## src/verilog/wrw_pkg.sv

```systemverilog
// Constants and types shared by the windowed reset watchdog.
`default_nettype none

package wrw_pkg;

  ////////////////////////////////////////////////////////////////////////////
  // Clock and timing.
  localparam int unsigned CLK_HZ = 40_000_000;
  localparam int unsigned CLK_PERIOD_NS = 25;
  localparam int unsigned PRESCALE_CYCLES = 131072;
  localparam int unsigned WAKE_DELAY_CYCLES = 512;
  localparam int unsigned TIMEOUT_STEPS = 64;

  // Reference timeouts at the reference CPU rate, in microseconds.
  localparam longint unsigned REF_CPU_HZ = 15_000_000;
  localparam longint unsigned TIMEOUT_MAX_US = 559200;
  localparam longint unsigned TIMEOUT_MIN_US = 8730;
  localparam logic [7:0] LOAD_MAX = 8'hff;
  localparam logic [7:0] LOAD_MIN = 8'hc0;

  ////////////////////////////////////////////////////////////////////////////
  // Register map: word indices, byte address is four times the index.
  localparam logic [5:0] CTRL_INDEX = 6'h35;
  localparam logic [5:0] STAT_INDEX = 6'h36;

  // Control register layout and reset value.
  localparam int unsigned ARM_BIT = 7;
  localparam int unsigned TIMEOUT_BIT = 6;
  localparam logic [7:0] CTRL_RESET = 8'h7f;
  localparam logic [6:0] ROLL_FROM = 7'h40;
  localparam logic [6:0] ROLL_TO = 7'h3f;

  // Status register layout.
  localparam int unsigned STAT_HWOPT_BIT = 0;
  localparam int unsigned STAT_HALT_BIT = 1;
  localparam int unsigned STAT_WAKE_BIT = 2;

  ////////////////////////////////////////////////////////////////////////////
  // Power mode tracking, Gray coded along run, halt, wake.
  typedef enum logic [1:0] {
    WRW_RUN = 2'b00,
    WRW_HALT_STEP = 2'b01,
    WRW_HALTED = 2'b11,
    WRW_WAKE = 2'b10
  } wrw_mode_t;

endpackage

`default_nettype wire

```

## src/verilog/wrw_watchdog.sv

```systemverilog
// Windowed reset watchdog with APB register access.
//
// Overview of operation
// - The seven-bit count steps down once every 131072 clock cycles.
// - When armed, stepping the count from 40h to 3Fh requests a reset.
// - The count keeps stepping down even while the watchdog is disarmed.
// - Writing the arm bit as one with the timeout bit zero resets at once.
// - In software mode the watchdog leaves reset disarmed and stays armed.
// - In hardware mode the watchdog is always armed, whatever the arm bit.
// - Wait mode changes nothing: counting and resetting carry on.
// - Entering halt steps the count once, then freezes it with no reset.
// - An external wake resumes counting after 512 clocks.
// - Software can set the arm bit but only a reset clears it.
// - After reset the control register reads 7Fh.
// - At 15 MHz a load of FFh times out in 559.2 ms and C0h in 8.73 ms.
`default_nettype none

module wrw_watchdog #(
  parameter int unsigned PRESCALE = wrw_pkg::PRESCALE_CYCLES
) (
  // Clock and reset.
  input wire logic i_core_clk,
  input wire logic i_resetn,
  // APB slave.
  input wire logic i_psel,
  input wire logic i_penable,
  input wire logic i_pwrite,
  input wire logic [7:0] i_paddr,
  input wire logic [31:0] i_pwdata,
  output logic [31:0] o_prdata,
  output logic o_pready,
  output logic o_pslverr,
  // Option byte and power mode events from the core.
  input wire logic i_hw_option,
  input wire logic i_halt_enter,
  input wire logic i_ext_wake,
  // Reset request to the reset sequencer.
  output logic o_wdg_reset
);

  localparam int unsigned GW = $clog2(PRESCALE) + 1;

  typedef struct packed {
    logic arm;
    logic [6:0] cnt;
    logic hw_opt;
    logic strap_done;
    wrw_pkg::wrw_mode_t mode;
    logic [8:0] wake;
    logic rst_req;
    logic [31:0] rdata;
    logic [GW-1:0] gap;
    logic [9:0] wake_seen;
  } wrw_state_t;

  wrw_state_t st;
  wrw_state_t next_st;

  logic tick;
  logic wr_ctrl;
  logic armed;
  logic restart;

  ////////////////////////////////////////////////////////////////////////////
  // Elaboration checks.
  if (PRESCALE < 2) begin : g_bad_prescale
    $error("Prescale must be at least two cycles.");
  end

  if ((((longint'(wrw_pkg::TIMEOUT_STEPS) *
         longint'(wrw_pkg::PRESCALE_CYCLES) * 64'd1_000_000) /
        wrw_pkg::REF_CPU_HZ) / 64'd100) * 64'd100 !=
      wrw_pkg::TIMEOUT_MAX_US) begin : g_bad_max
    $error("Longest timeout does not match the reference.");
  end

  if ((((longint'(wrw_pkg::PRESCALE_CYCLES) * 64'd1_000_000) /
        wrw_pkg::REF_CPU_HZ) / 64'd10) * 64'd10 !=
      wrw_pkg::TIMEOUT_MIN_US) begin : g_bad_min
    $error("Shortest timeout does not match the reference.");
  end

  ////////////////////////////////////////////////////////////////////////////
  // Helper functions.
  function automatic logic addr_is(input logic [7:0] addr,
                                   input logic [5:0] index);
    addr_is = (addr[7:2] == index);
  endfunction

  function automatic logic [6:0] step_down(input logic [6:0] value);
    step_down = value - 7'h01;
  endfunction

  function automatic logic [31:0] read_mux(input logic [7:0] addr,
                                           input wrw_state_t s);
    read_mux = 32'h0000_0000;
    if (addr_is(addr, wrw_pkg::CTRL_INDEX))
    begin
      read_mux[7:0] = {s.arm, s.cnt};
    end
    else if (addr_is(addr, wrw_pkg::STAT_INDEX))
    begin
      read_mux[wrw_pkg::STAT_HWOPT_BIT] = s.hw_opt;
      read_mux[wrw_pkg::STAT_HALT_BIT] = (s.mode != wrw_pkg::WRW_RUN);
      read_mux[wrw_pkg::STAT_WAKE_BIT] = (s.mode == wrw_pkg::WRW_WAKE);
    end
  endfunction

  ////////////////////////////////////////////////////////////////////////////
  // APB slave, answering in the first access cycle.
  assign o_pready = i_penable;
  assign o_pslverr = i_psel && i_penable &&
                     !addr_is(i_paddr, wrw_pkg::CTRL_INDEX) &&
                     !addr_is(i_paddr, wrw_pkg::STAT_INDEX);
  assign o_prdata = st.rdata;
  assign wr_ctrl = i_psel && i_penable && i_pwrite &&
                   addr_is(i_paddr, wrw_pkg::CTRL_INDEX);
  assign o_wdg_reset = st.rst_req;

  ////////////////////////////////////////////////////////////////////////////
  // Step generator.
  assign armed = st.arm || st.hw_opt;
  assign restart = wr_ctrl || (st.mode != wrw_pkg::WRW_RUN);

  wrw_prescaler #(
    .DIV(PRESCALE)
  ) u_prescaler (
    .i_core_clk(i_core_clk),
    .i_resetn(i_resetn),
    .i_restart(restart),
    .o_tick(tick)
  );

  ////////////////////////////////////////////////////////////////////////////
  // Next state.
  always_comb
  begin
    next_st = st;
    next_st.rst_req = 1'b0;
    if (!st.strap_done)
    begin
      next_st.hw_opt = i_hw_option;
      next_st.strap_done = 1'b1;
    end
    unique case (st.mode)
      wrw_pkg::WRW_RUN:
      begin
        if (tick)
        begin
          next_st.cnt = step_down(st.cnt);
          if (armed && st.cnt == wrw_pkg::ROLL_FROM)
          begin
            next_st.rst_req = 1'b1;
          end
        end
        if (i_halt_enter)
        begin
          next_st.mode = wrw_pkg::WRW_HALT_STEP;
        end
      end
      wrw_pkg::WRW_HALT_STEP:
      begin
        next_st.cnt = step_down(st.cnt);
        next_st.mode = wrw_pkg::WRW_HALTED;
      end
      wrw_pkg::WRW_HALTED:
      begin
        if (i_ext_wake)
        begin
          next_st.mode = wrw_pkg::WRW_WAKE;
          next_st.wake = 9'h000;
        end
      end
      wrw_pkg::WRW_WAKE:
      begin
        next_st.wake = st.wake + 9'h001;
        if (st.wake == 9'(wrw_pkg::WAKE_DELAY_CYCLES - 1))
        begin
          next_st.mode = wrw_pkg::WRW_RUN;
        end
      end
    endcase
    if (wr_ctrl)
    begin
      next_st.arm = st.arm || i_pwdata[wrw_pkg::ARM_BIT];
      next_st.cnt = i_pwdata[6:0];
      if (i_pwdata[wrw_pkg::ARM_BIT] && !i_pwdata[wrw_pkg::TIMEOUT_BIT])
      begin
        next_st.rst_req = 1'b1;
      end
    end
    if (i_psel && !i_penable)
    begin
      next_st.rdata = read_mux(i_paddr, st);
    end
    if (restart || tick)
    begin
      next_st.gap = '0;
    end
    else
    begin
      next_st.gap = st.gap + GW'(1);
    end
    if (st.mode == wrw_pkg::WRW_WAKE)
    begin
      next_st.wake_seen = st.wake_seen + 10'h001;
    end
    else
    begin
      next_st.wake_seen = 10'h000;
    end
  end

  ////////////////////////////////////////////////////////////////////////////
  // State register.
  always_ff @(posedge i_core_clk or negedge i_resetn)
  begin
    if (!i_resetn)
    begin
      st.arm <= 1'b0;
      st.cnt <= wrw_pkg::CTRL_RESET[6:0];
      st.hw_opt <= 1'b0;
      st.strap_done <= 1'b0;
      st.mode <= wrw_pkg::WRW_RUN;
      st.wake <= 9'h000;
      st.rst_req <= 1'b0;
      st.rdata <= 32'h0000_0000;
      st.gap <= '0;
      st.wake_seen <= 10'h000;
    end
    else
    begin
      st <= next_st;
    end
  end
endmodule

`default_nettype wire

```

## src/verilog/wrw_prescaler.sv

```systemverilog
// Prescaler that yields one tick every DIV cycles.
`default_nettype none

module wrw_prescaler #(
  parameter int unsigned DIV = 131072
) (
  // Clock and reset.
  input wire logic i_core_clk,
  input wire logic i_resetn,
  // Control.
  input wire logic i_restart,
  // Tick out.
  output logic o_tick
);

  localparam int unsigned W = $clog2(DIV);

  typedef struct packed {
    logic [W-1:0] cnt;
  } wrw_pre_state_t;

  wrw_pre_state_t st;
  wrw_pre_state_t next_st;

  if (DIV < 2) begin : g_bad_div
    $error("Prescale division must be at least two.");
  end

  assign o_tick = !i_restart && (st.cnt == W'(DIV - 1));

  always_comb
  begin
    next_st = st;
    if (i_restart)
    begin
      next_st.cnt = '0;
    end
    else if (o_tick)
    begin
      next_st.cnt = '0;
    end
    else
    begin
      next_st.cnt = st.cnt + W'(1);
    end
  end

  always_ff @(posedge i_core_clk or negedge i_resetn)
  begin
    if (!i_resetn)
    begin
      st <= '0;
    end
    else
    begin
      st <= next_st;
    end
  end

endmodule

`default_nettype wire

```

## config.mk

```make
export PLATFORM = sky130hd
export DESIGN_NAME = wrw_watchdog
export DESIGN_NICKNAME = d
export VERILOG_FILES = /design/src/verilog/wrw_pkg.sv /design/src/verilog/wrw_watchdog.sv /design/src/verilog/wrw_prescaler.sv
export SDC_FILE = /design/constraint.sdc
export NUM_CORES = 1
export LEC_CHECK = 0
export ABC_AREA = 1
export ABC_CLOCK_PERIOD_IN_PS = 2300
export BUFFER_PORTS_ARGS = -buffer_cell sky130_fd_sc_hd__buf_2
export CORE_AREA = 3 3 89 91
export CTS_BUF_LIST = sky130_fd_sc_hd__clkbuf_8
export DETAILED_ROUTE_END_ITERATION = 7
export DIE_AREA = 0 0 92 94
export GPL_ROUTABILITY_DRIVEN = 1
export PLACE_DENSITY = 0.63
export SETUP_SLACK_MARGIN = 0.05
export SYNTH_ARGS = -nofsm -noshare
export SYNTH_HDL_FRONTEND = slang
export SYNTH_SLANG_ARGS = --single-unit
```

## constraint.sdc

```tcl
create_clock -name i_core_clk -period 2.3 [get_ports i_core_clk]
set_input_delay 0 -clock i_core_clk [delete_from_list [all_inputs] [get_ports i_core_clk]]
set_output_delay 0 -clock i_core_clk [all_outputs]
set_load 0.01 [all_outputs]
```

==> results of run 1 <==
## logic make-up after synthesis
logic type	after synthesis	synth area share
simple gates	193	0.3184
buf+inv	80	0.1585
flops	47	0.4194
compound gates	29	0.05891
fa+ha+maj	6	0.02657
xor+xnor	5	0.01550
other cells	2	0.002658
## flip-flops by register name (all words and copies together) (netlist names)
| name | count |
|---|---|
| o_wdg_reset | 1 |
| u_prescaler.st | 17 |
| o_prdata | 8 |
| st | 21 |
## how the worst max path moves through the flow
stage,depth (start not counted),endpoint,from
6_report,12,u_prescaler.st[6],u_prescaler.st[1]
5_1_grt,14,st[80],u_prescaler.st[1]
4_1_cts,12,u_prescaler.st[6],u_prescaler.st[0]
3_5_place_dp,12,u_prescaler.st[6],u_prescaler.st[0]
3_3_place_gp,12,u_prescaler.st[6],u_prescaler.st[0]
2_1_floorplan,12,u_prescaler.st[6],u_prescaler.st[0]
## power breakdown
| part | total (mW) | internal [mW] | switching, mW |
|---|---|---|---|
| Clock | 0.485 | 0.209 | 0.277 |
| Sequential | 1.14 | 1.01 | 0.136 |
| Combinational | 0.723 | 0.273 | 0.450 |
| Total | 2.35 | 1.49 | 0.863 |
## critical path: cells and delay by family, from the launching register on
family | cells | cell delay [ps]
simple gates | 8 | 920
fa+ha+maj | 2 | 410
buf+inv | 2 | 220
flops | 1 | 360
## cell usage in the layout (no fill, tap or decap), types with 7 or more instances in the layout
master / instances
nand2_1: 90
inv_1: 41
dfrtp_1: 40
nor2_1: 39
buf_2: 32
nand3_1: 30
conb_1: 25
nand4_1: 8
a21oi_1: 8
o21ai_0: 8
dlygate4sd3_1: 7
dfstp_2: 7
## final cells by class
class	count	area (um^2)
tap	99	123.9
sequential	47	1185
fill	754	4091
inverter	44	170.2
clock buffer	5	68.82
clock inverter	3	15.01
multi-input combinational	258	1289
timing repair buffer	44	271.5
## what timing repair did
item,CTS,global route
hold endpoints to repair,20,0
buffers inserted,0,3
hold buffers,7,0
setup endpoints to repair,0,24
resized for setup,0,5
## metrics by stage
stage,hold slack (ps),total power [mW]
after floorplan,-295.6,1.715
after global placement,-70.09,1.843
after detailed placement,-71.48,1.868
after CTS,12.13,2.379
after global routing,31.45,2.575
final,15.28,2.350
## routing by layer
metal,vias to the layer above,share of wire,GRT usage
met3,2,0.052,0.02804
li1,1173,-,-
met1,1065,0.47,0.1778
met2,65,0.47,0.2153
met5,-,0,0
met4,0,0.0069,0.04455
==> metrics.md, run 1 <==
| Metric | Value |
|---|---|
| Share of the synthesized area in the top cell type | 0.3543 |
| Num CTS Buffers | 5 |
| Setup WS pre-CTS | 140.0 ps |
| Placed Cells | between 400 and 500 |
| Die Ht | 94 um |
| CP Data Arrival Time | ~2200 ps |
| Clk sinks | 47 |
| Worst reg2reg endpoint | u_prescaler.st[6] |
| R2R Setup Slk | between 200 and 300 ps |
| Total number of vias | 2,305 |
| Ys flop type | dfrtp_1 |
| Worst VDD drop | approximately 330 uV |
| PD cells | 752.4 nW/um^2 |
| Initial antenna violation count | 0 |
| GRT overflow | 0 |
| Gr usage total | 0.1331 |
| Synth cell types | 33 |
| Placed cell area | roughly 2900 um^2 |
| RSZ-0062 raised after global routing | no |
| Leak | ~1.5 nW |
| Hold Path End | st[78] |
| FFs w/ async S/R, synth | 1.000 |
| Cell mode on critical path | ha_2 |
| Count leader, synth | nand2_1 |
| Top cells by count, synth | nand2_1, inv_1, dfrtp_1, nor2_1, buf_4 |
| Layout Nets | ~450 |
| Worst-skew pair later-pin latency | 300 ps |
| # rows | 31 |
| Initial Util | 0.3916 |
| Fin cells | 500 |
| Final setup vio count | 0 |
| Dpl hpwl | approximately 4000 um |
| CTS H-tree lvls | 2 |
| Post-route DRC violation count | 0 |
| Port Buffers | 32 |
| I/O pin cnt | slightly above 80 |
| CTS tree | done |
| Sequential share of the synthesized area | 0.4194 |
| Fin area | between 3000 and 4000 um^2 |
| Count of final hold-check violations | 0 |
| Yosys warns | 0 |
| Post-synth EDFFs | 0 |
| Fin util | 0.4329 |
| Skew final | between 10 and 15 ps |
| Status | finished clean |
| Fin crit share | 0.8911 |
| Clk slew on worst S/H paths | 80 ps |
| DR pass1 iterations | 4 |
| Setup WS post-layout | 250.5 ps |
| R2R Path Start | u_prescaler.st[1] |
| Max-cap viol count | 0 |
| Via/cell ratio | between 4 and 5 |
| First-pass GRT wire length | between 9000 and 10,000 um |
| Post-Synthesis Cell Area | 2825 um^2 |
| Post-Syn Instances | roughly 360 |
| Antenna cell count | 0 |
| Initial DRC count | 124 |
| Worst setup path class | reg -> reg |
| Total Wirelength | 5516 um |
| Ranking of synthesized cells by area | dfrtp_1, nand2_1, buf_4 |
| Worst path max stage delay | between 300 and 400 ps |
| Critical path peak fanout | 12 |
| CP cell instances | ha_2 -> nand2_2 -> nor2_4 -> nand4_1 -> nor2_2 -> nand3_1 -> nor2_1 -> ha_2 -> inv_1 -> nand3_4 -> buf_6 -> nor3_1 |
| Setup tns final | 0 ps |
| Hold WC Path Type | in -> reg |
| Hold path start | i_pwdata[4] |
| Pins Over Slew Limit | 0 |
| Core Region | ~7200 um^2 |
| Die ar. | between 8000 and 9000 um^2 |
| WP data required | about 2500 ps |
| DRT antenna net count | 0 |
| Largest net degree at the start of global routing | 34 |
| Number of global-route vias before repair | roughly 2.1k |
| Synth Area per Inst | between 7 and 8 um^2 |
| Worst hold path depth | 5 |
| Layout Area Growth over Synthesis | 10.54% |
| Post-synthesis register bit count | 47 |
| Area leader, netlist | dfrtp_1 |
| Crit path capture type | flip-flop |
| Die W | ~92 um |
| Reg2Reg Depth | 12 |
| Clock buffer depth | 2 |
| Crit-path slowest cell | dfrtp_1 |
| Root Driver | clkbuf_8 |
| Fin crit period | a little over 2000 ps |
| Layout cells sized above 1 | 0.1796 |
| Max Freq | about 500 MHz |
| Crit start category | flip-flop |
| RePlAce Congestion | between 0.8 and 0.9 |
| WL/cell | between 10 and 15 um |
Power figures use the tool's default switching activity.
==> run 2: changes to the inputs <==
--- a/config.mk
+++ b/config.mk
@@ -8,10 +8,12 @@
 export ABC_AREA = 1
 export ABC_CLOCK_PERIOD_IN_PS = 2300
 export BUFFER_PORTS_ARGS = -buffer_cell sky130_fd_sc_hd__buf_2
-export CORE_AREA = 3 3 89 91
+export CAP_MARGIN = 20
+export CORE_AREA = 3 3 123 66
 export CTS_BUF_LIST = sky130_fd_sc_hd__clkbuf_8
+export CTS_CLUSTER_SIZE = 12
 export DETAILED_ROUTE_END_ITERATION = 7
-export DIE_AREA = 0 0 92 94
+export DIE_AREA = 0 0 126 69
 export GPL_ROUTABILITY_DRIVEN = 1
 export PLACE_DENSITY = 0.63
 export SETUP_SLACK_MARGIN = 0.05
==> run 2 against run 1 <==
Compared with the run above:
- global-route usage grew 1.7 points
- combinational power increased by 7.5%
- critical path depth unchanged
- flip-flop and latch count stayed put
- clock-buffer cell count did not move
==> metrics.md, run 2 (synthesis gave the netlist of run 1 again) <==
| Metric | Value |
|---|---|
| Status | finished clean |
| Fin area | 3247 um^2 (+4.0%) |
| Leak | 1.584 nW (+4.4%) |
| First-pass GRT wire length | 10,610 um (+13%) |
| RePlAce Congestion | 0.8455 (+0.36%) |
| Via/cell ratio | 4.768 (+3.4%) |
| Root Driver | clkbuf_8 |
| Initial Util | 0.3948 (+0.003149) |
| Initial DRC count | 208 (+68%) |
| Crit start category | flip-flop |
| DR pass1 iterations | 4 (unchanged) |
| Die Ht | 69 um (-27%) |
| Skew final | 6.670 ps (-3.743 ps) |
| Fin crit period | 2163 ps (+113.8 ps) |
| Clock buffer depth | 2 (unchanged) |
| Dpl hpwl | 4679 um (+15%) |
| Critical path peak fanout | 3 (-9) |
| WL/cell | 12.48 um (+13%) |
| Max-cap viol count | 0 (unchanged) |
| PD cells | 784.9 nW/um^2 (+4.3%) |
| Num CTS Buffers | 5 (unchanged) |
| I/O pin cnt | 83 (unchanged) |
| Layout Area Growth over Synthesis | 14.92% |
| Clk slew on worst S/H paths | 90 ps (about the same) |
| Reg2Reg Depth | 12 (unchanged) |
| Actual slew at the worst max-slew pin | between 600 and 700 ps |
| Fin crit share | 0.9406 (+0.04948) |
| Die W | 126 um (+37%) |
| Antenna cell count | 0 (unchanged) |
| Clk sinks | 47 (unchanged) |
| Final setup vio count | 0 (unchanged) |
| Worst setup path class | reg -> reg |
| Count of final hold-check violations | 0 (unchanged) |
| CTS H-tree lvls | 2 (unchanged) |
| Most common cell after layout, fill and taps aside | nand2_1 |
| Placed Cells | 481 (-0.21%) |
| Slew HR | 0.5531 |
| Total number of vias | 2,403 (+4.3%) |
| RSZ-0062 raised after global routing | yes |
| Setup WS pre-CTS | 113.6 ps (-26.40 ps) |
| Layout Nets | 461 (+1.5%) |
| Core Region | 7157 um^2 (-0.80%) |
| GRT overflow | 0 (unchanged) |
| Commonest non-fill, non-tap cells in the layout | nand2_1, dfrtp_1, inv_1, nor2_1, buf_2 |
| Port Buffers | 32 (unchanged) |
| Fin cells | 504 (+0.80%) |
| Clock power share | 0.245 (+0.038) |
| # rows | 22 (-29%) |
| Worst VDD drop | 531.4 uV (+61%) |
| Fin util | 0.4537 (+0.02079) |
| Max Freq | 462.3 MHz (-5.3%) |
| Largest net degree at the start of global routing | 30 (-12%) |
| DRT antenna net count | 0 (unchanged) |
| Gr usage total | 0.1496 (+0.01652) |
| Pins Over Slew Limit | 0 (unchanged) |
| Die ar. | 8694 um^2 (+0.53%) |
| CTS tree | done |
| Top reg by flops | st |
| Logic pwr share | 0.305 (-0.003) |
| Layout cells sized above 1 | 0.1961 (+0.01653) |
| Initial antenna violation count | 0 (unchanged) |
| WP data required | 2520 ps (+50 ps) |
| Hold WC Path Type | in -> reg |
| Worst hold path depth | 4 (-1) |
| Power consumption | 2.549 mW (+8.5%) |
| Setup WS post-layout | 136.7 ps (-113.8 ps) |
| Seq pwr share | 0.450 (-0.036) |
| CP Data Arrival Time | 2390 ps (+170 ps) |
| Max reg flops | 21 (unchanged) |
| Worst-skew pair later-pin latency | 310 ps (about the same) |
| Number of global-route vias before repair | 2,203 (+5.1%) |
| Crit path capture type | flip-flop |
| NetSw | 933.8 uW (+8.2%) |
| Post-route DRC violation count | 0 (unchanged) |
| Placed cell area | 2957 um^2 (+0.81%) |
| Setup tns final | 0 ps (unchanged) |
| P_int | 1.615 mW (+8.6%) |
| WHS | 10.96 ps (-4.325 ps) |
| Switching share of power | 0.3664 (-0.001020) |
| Total Wirelength | 6288 um (+14%) |
## run 2: cell types whose count changed in the layout (fill, tap and decap cells not counted), sizes merged
cell	change
dlygate4sd3	+2
buf	+5
inv	+1
bufinv	+1
clkinv	-2
## run 2: cell type report
class,count,area [um^2]
timing repair buffer,51,337.8
clock buffer,5,68.82
clock inverter,3,43.79
tap,96,120.1
fill,718,3910
sequential,47,1185
inverter,44,172.7
multi-input combinational,258,1319
## run 2: timing repair
item                                    in CTS  in global routing
buffers inserted                             0                  6
endpoints found under the setup margin       0                 23
resized for setup                            0                 11
hold endpoints to repair                    31                  1
hold buffers                                 8                  1
## run 2: power groups by stage
| stage | Combinational, mW | Clock (mW) | Sequential, mW |
|---|---|---|---|
| finish | 0.777 | 0.624 | 1.15 |
| global route | 0.897 | 0.688 | 1.17 |
| CTS | 0.752 | 0.645 | 1.14 |
| detailed placement | 0.738 | 0 | 1.16 |
| global placement | 0.707 | 0 | 1.15 |
| floorplan | 0.594 | 0 | 1.12 |
## run 2: per-layer routing
metal  vias to the layer above  wire, um  track usage
met1                      1114      3225       0.2267
met5                         -         0            0
li1                       1194         -            -
met3                         7       443      0.04644
met2                        88      2566       0.2084
met4                         0        53      0.03092
## run 2: critical path, stage by stage, from the launching register on
cell     delay, ps
dfrtp_1        410
ha_4           160
nand2_4         60
nor2_4         130
nand4_1        190
nor2_2         170
nand3_1         70
nor2_1         140
ha_2           210
nand4_1         90
a21oi_1        170
nand3_1        120
o22ai_2        150
## run 2: path summary, 6_finish.rpt
| check | startpoint | end | slack, ps |
|---|---|---|---|
| worst max-delay path | u_prescaler.st[0] | o_wdg_reset | 140 |
| max in group asynchronous | i_resetn | st[78] | 1380 |
| worst max register to register | u_prescaler.st[0] | o_wdg_reset | 140 |
| worst min-delay path | i_penable | o_prdata[1] | 10 |
| min in group asynchronous | i_resetn | o_prdata[7] | 260 |
| worst min register to register | st[72] | st[73] | 450 |
==> run 3: changes to the inputs <==
--- a/config.mk
+++ b/config.mk
@@ -6,16 +6,16 @@
 export NUM_CORES = 1
 export LEC_CHECK = 0
 export ABC_AREA = 1
-export ABC_CLOCK_PERIOD_IN_PS = 2300
+export ABC_CLOCK_PERIOD_IN_PS = 1850
 export BUFFER_PORTS_ARGS = -buffer_cell sky130_fd_sc_hd__buf_2
 export CAP_MARGIN = 20
-export CORE_AREA = 3 3 123 66
+export CORE_AREA = 3 3 92 72
 export CTS_BUF_LIST = sky130_fd_sc_hd__clkbuf_8
 export CTS_CLUSTER_SIZE = 12
 export DETAILED_ROUTE_END_ITERATION = 7
-export DIE_AREA = 0 0 126 69
+export DIE_AREA = 0 0 95 75
 export GPL_ROUTABILITY_DRIVEN = 1
-export PLACE_DENSITY = 0.63
+export PLACE_DENSITY = 0.78
 export SETUP_SLACK_MARGIN = 0.05
 export SYNTH_ARGS = -nofsm -noshare
 export SYNTH_HDL_FRONTEND = slang
==> constraint.sdc (replaced) <==
create_clock -name i_core_clk -period 1.85 [get_ports i_core_clk]
set_input_delay 0 -clock i_core_clk [delete_from_list [all_inputs] [get_ports i_core_clk]]
set_output_delay 0 -clock i_core_clk [all_outputs]
set_load 0.01 [all_outputs]
==> run 3 against run 2 <==
Compared with the run above:
- non-clock buffer count is 15 higher
- the flow now finishes with violations (negative hold slack, negative setup slack)
- global-route usage is 3.0 points higher
- critical endpoint is now st[76]
- largest power group unchanged
- wire length is 2.4% lower
- setup slack worse by 210 ps
==> metrics.md, run 3 (synthesis gave the netlist of run 1 again) <==
| Metric | Value |
|---|---|
| Die Ht | 75 um (+8.7%) |
| Total Wirelength | 6135 um (-2.4%) |
| WL/cell | 12.25 um (-1.8%) |
| Dpl hpwl | 4393 um (-6.1%) |
| Largest net degree at the start of global routing | 48 (+60%) |
| Layout cells sized above 1 | 0.2388 (+0.04269) |
| Met1 Usage GRT | 0.2706 (+0.04390) |
| I/O pin cnt | 83 (unchanged) |
| Top reg by flops | st |
| Layout Area Growth over Synthesis | 16.92% |
| Worst reg2reg endpoint | st[76] |
| Worst setup path class | reg -> reg |
| GRT busiest layer | met1 |
| Max Freq | 521.2 MHz (+13%) |
| Placed Cells | 474 (-1.5%) |
| Max-cap viol count | 0 (unchanged) |
| Placed cell area | 3012 um^2 (+1.9%) |
| Clk sinks | 47 (unchanged) |
| Clock buffer depth | 2 (unchanged) |
| Worst-skew pair later-pin latency | 290 ps (-20 ps) |
| WHS | -3.229 ps (-14.18 ps) |
| Crit path from | u_prescaler.st[1] |
| DRT antenna net count | 0 (unchanged) |
| # rows | 24 (+9.1%) |
| Commonest non-fill, non-tap cells in the layout | nand2_1, inv_1, dfrtp_1 |
| Total number of vias | 2,435 (+1.3%) |
| Worst path max stage delay | 360 ps (-50 ps) |
| Most common cell after layout, fill and taps aside | nand2_1 |
| CP cell instances | ha_2 -> nand2_4 -> nor2_4 -> nand4_1 -> nor2_1 -> nand3_1 -> nor2_1 -> ha_2 -> inv_2 -> nand3_4 -> buf_4 -> nand3_1 -> nand2_1 |
| Fin area | 3303 um^2 (+1.7%) |
| PD cells | 897.7 nW/um^2 (+14%) |
| Post-route DRC violation count | 0 (unchanged) |
| Crit start category | flip-flop |
| Port Buffers | 32 (unchanged) |
| Actual slew at the worst max-slew pin | 594.3 ps (-76.11 ps) |
| Setup tns final | -951.8 ps (-951.8 ps) |
| CTS H-tree lvls | 2 (unchanged) |
| Via/cell ratio | 4.860 (+1.9%) |
| Hold WC Path Type | in -> reg |
| Number of global-route vias before repair | 2,207 (+0.18%) |
| Worst VDD drop | 600.0 uV (+13%) |
| Crit-path slowest cell | dfrtp_1 |
| CTS tree | done |
| Fin cells | 501 (-0.60%) |
| Critical path buffer and inverter count | 2 (+2) |
| First-pass GRT wire length | 9977 um (-6.0%) |
| Slew HR | 0.6038 (+0.05074) |
| Reg2Reg Depth | 13 (+1) |
| Core Region | 5796 um^2 (-19%) |
| Setup WS post-layout | -68.78 ps (-205.5 ps) |
| GRT overflow | 0 (unchanged) |
| Die W | 95 um (-25%) |
| Layout Nets | 476 (+3.3%) |
| Clk slew on worst S/H paths | 80 ps (about the same) |
| RSZ-0062 raised after global routing | yes |
| Capture point of the critical path | st[76] |
| DR pass1 iterations | 5 (+1) |
| Leak | 1.646 nW (+3.9%) |
| R2R Setup Slk | -70 ps (-210 ps) |
| Failing checks | negative hold slack, negative setup slack |
| Fin crit share | 1.037 (+0.09662) |
| Critical path depth in cells | 13 (+1) |
| Root Driver | clkbuf_8 |
| RePlAce Congestion | 0.8627 (+2.0%) |
| Status | complete, but fails checks |
| Grt met3 use | 0.03796 (-0.008478) |
| Final setup vio count | 24 (+24) |
| Critical path peak fanout | 7 (+4) |
| Power consumption | 2.965 mW (+16%) |
| Met2 global-route usage | 0.2625 (+0.05414) |
| Skew final | 4.261 ps (-2.409 ps) |
| Initial Util | 0.4875 (+0.09272) |
| Fin crit period | 1919 ps (-244.5 ps) |
| Antenna cell count | 0 (unchanged) |
| Count of final hold-check violations | 1 (+1) |
| Max reg flops | 21 (unchanged) |
| Die ar. | 7125 um^2 (-18%) |
| Crit path capture type | flip-flop |
| Initial antenna violation count | 0 (unchanged) |
| Num CTS Buffers | 5 (unchanged) |
| R2R Path Start | u_prescaler.st[1] |
| Pins Over Slew Limit | 0 (unchanged) |
| Initial DRC count | 119 (-43%) |
| CP top delay family | simple AND/OR/NAND/NOR gates |
| WP data required | 2090 ps (-430 ps) |
| CP Data Arrival Time | 2160 ps (-230 ps) |
| Gr usage total | 0.1796 (+0.02994) |
run 3: cell types whose count changed in the layout (fill, tap and decap cells not counted), sizes merged:
cell / previous run / this run
inv: 44 / 45
dlygate4sd3: 9 / 6
bufinv: 1 / 0
buf: 42 / 60
run 3: worst min-delay path by stage:
| stage | depth (start not counted) | to | slack (ps) | from |
|---|---|---|---|---|
| after floorplan | 0 | o_prdata[0] | -300 | i_resetn |
| after global placement | 2 | u_prescaler.st[8] | 130 | i_resetn |
| after detailed placement | 2 | o_prdata[2] | 130 | i_resetn |
| after CTS | 5 | st[74] | 0.3 | i_pwdata[0] |
| after global routing | 5 | st[78] | 50 | i_pwdata[4] |
| final | 5 | st[74] | -3 | i_pwdata[0] |
run 3: stage by stage:
step | setup slack, ps | utilization
floorplan | 56.65 | -
detailed placement | -82.83 | 0.5196
finish | -68.78 | 0.5699
global route | -268.6 | 0.5699
global placement | 44.06 | 0.5196
CTS | -18.47 | 0.5656
run 3: worst register-to-register path, cell delays in order, from the launching register on:
cell and delay, ps:
dfrtp_1 360, ha_2 210, nand2_4 70, nor2_4 90, nand4_1 130, nor2_1 180, nand3_1 90, nor2_1 100
ha_2 190, inv_2 50, nand3_4 130, buf_4 150, nand3_1 70, nand2_1 80
run 3: report_power, final:
part           internal, mW  switching, mW
Sequential             1.25          0.171
Clock                 0.255          0.323
Combinational         0.356          0.611
Total                  1.86           1.11
run 3: final cells by class:
| type | instances | area, um^2 |
|---|---|---|
| multi-input cells | 258 | 1328 |
| repair buffers | 66 | 434.2 |
| flip-flops and latches | 47 | 1185 |
| clock inverters | 3 | 12.51 |
| well taps | 78 | 97.59 |
| inverters | 44 | 177.7 |
| clock buffers | 5 | 68.82 |
| fillers | 519 | 2492 |
run 3: layer usage:
layer | vias to the layer above | routed length [um]
li1 | 1214 | -
met1 | 1124 | 2916
met2 | 88 | 2747
met3 | 9 | 401
met4 | 0 | 70
met5 | - | 0
run 3: repair_timing:
action | in CTS | in global routing
hold endpoints to repair | 45 | 0
pin swaps | 5 | 1
hold buffers | 6 | 0
endpoints found under the setup margin | 22 | 25
gates resized for setup | 10 | 2
setup buffers | 11 | 2
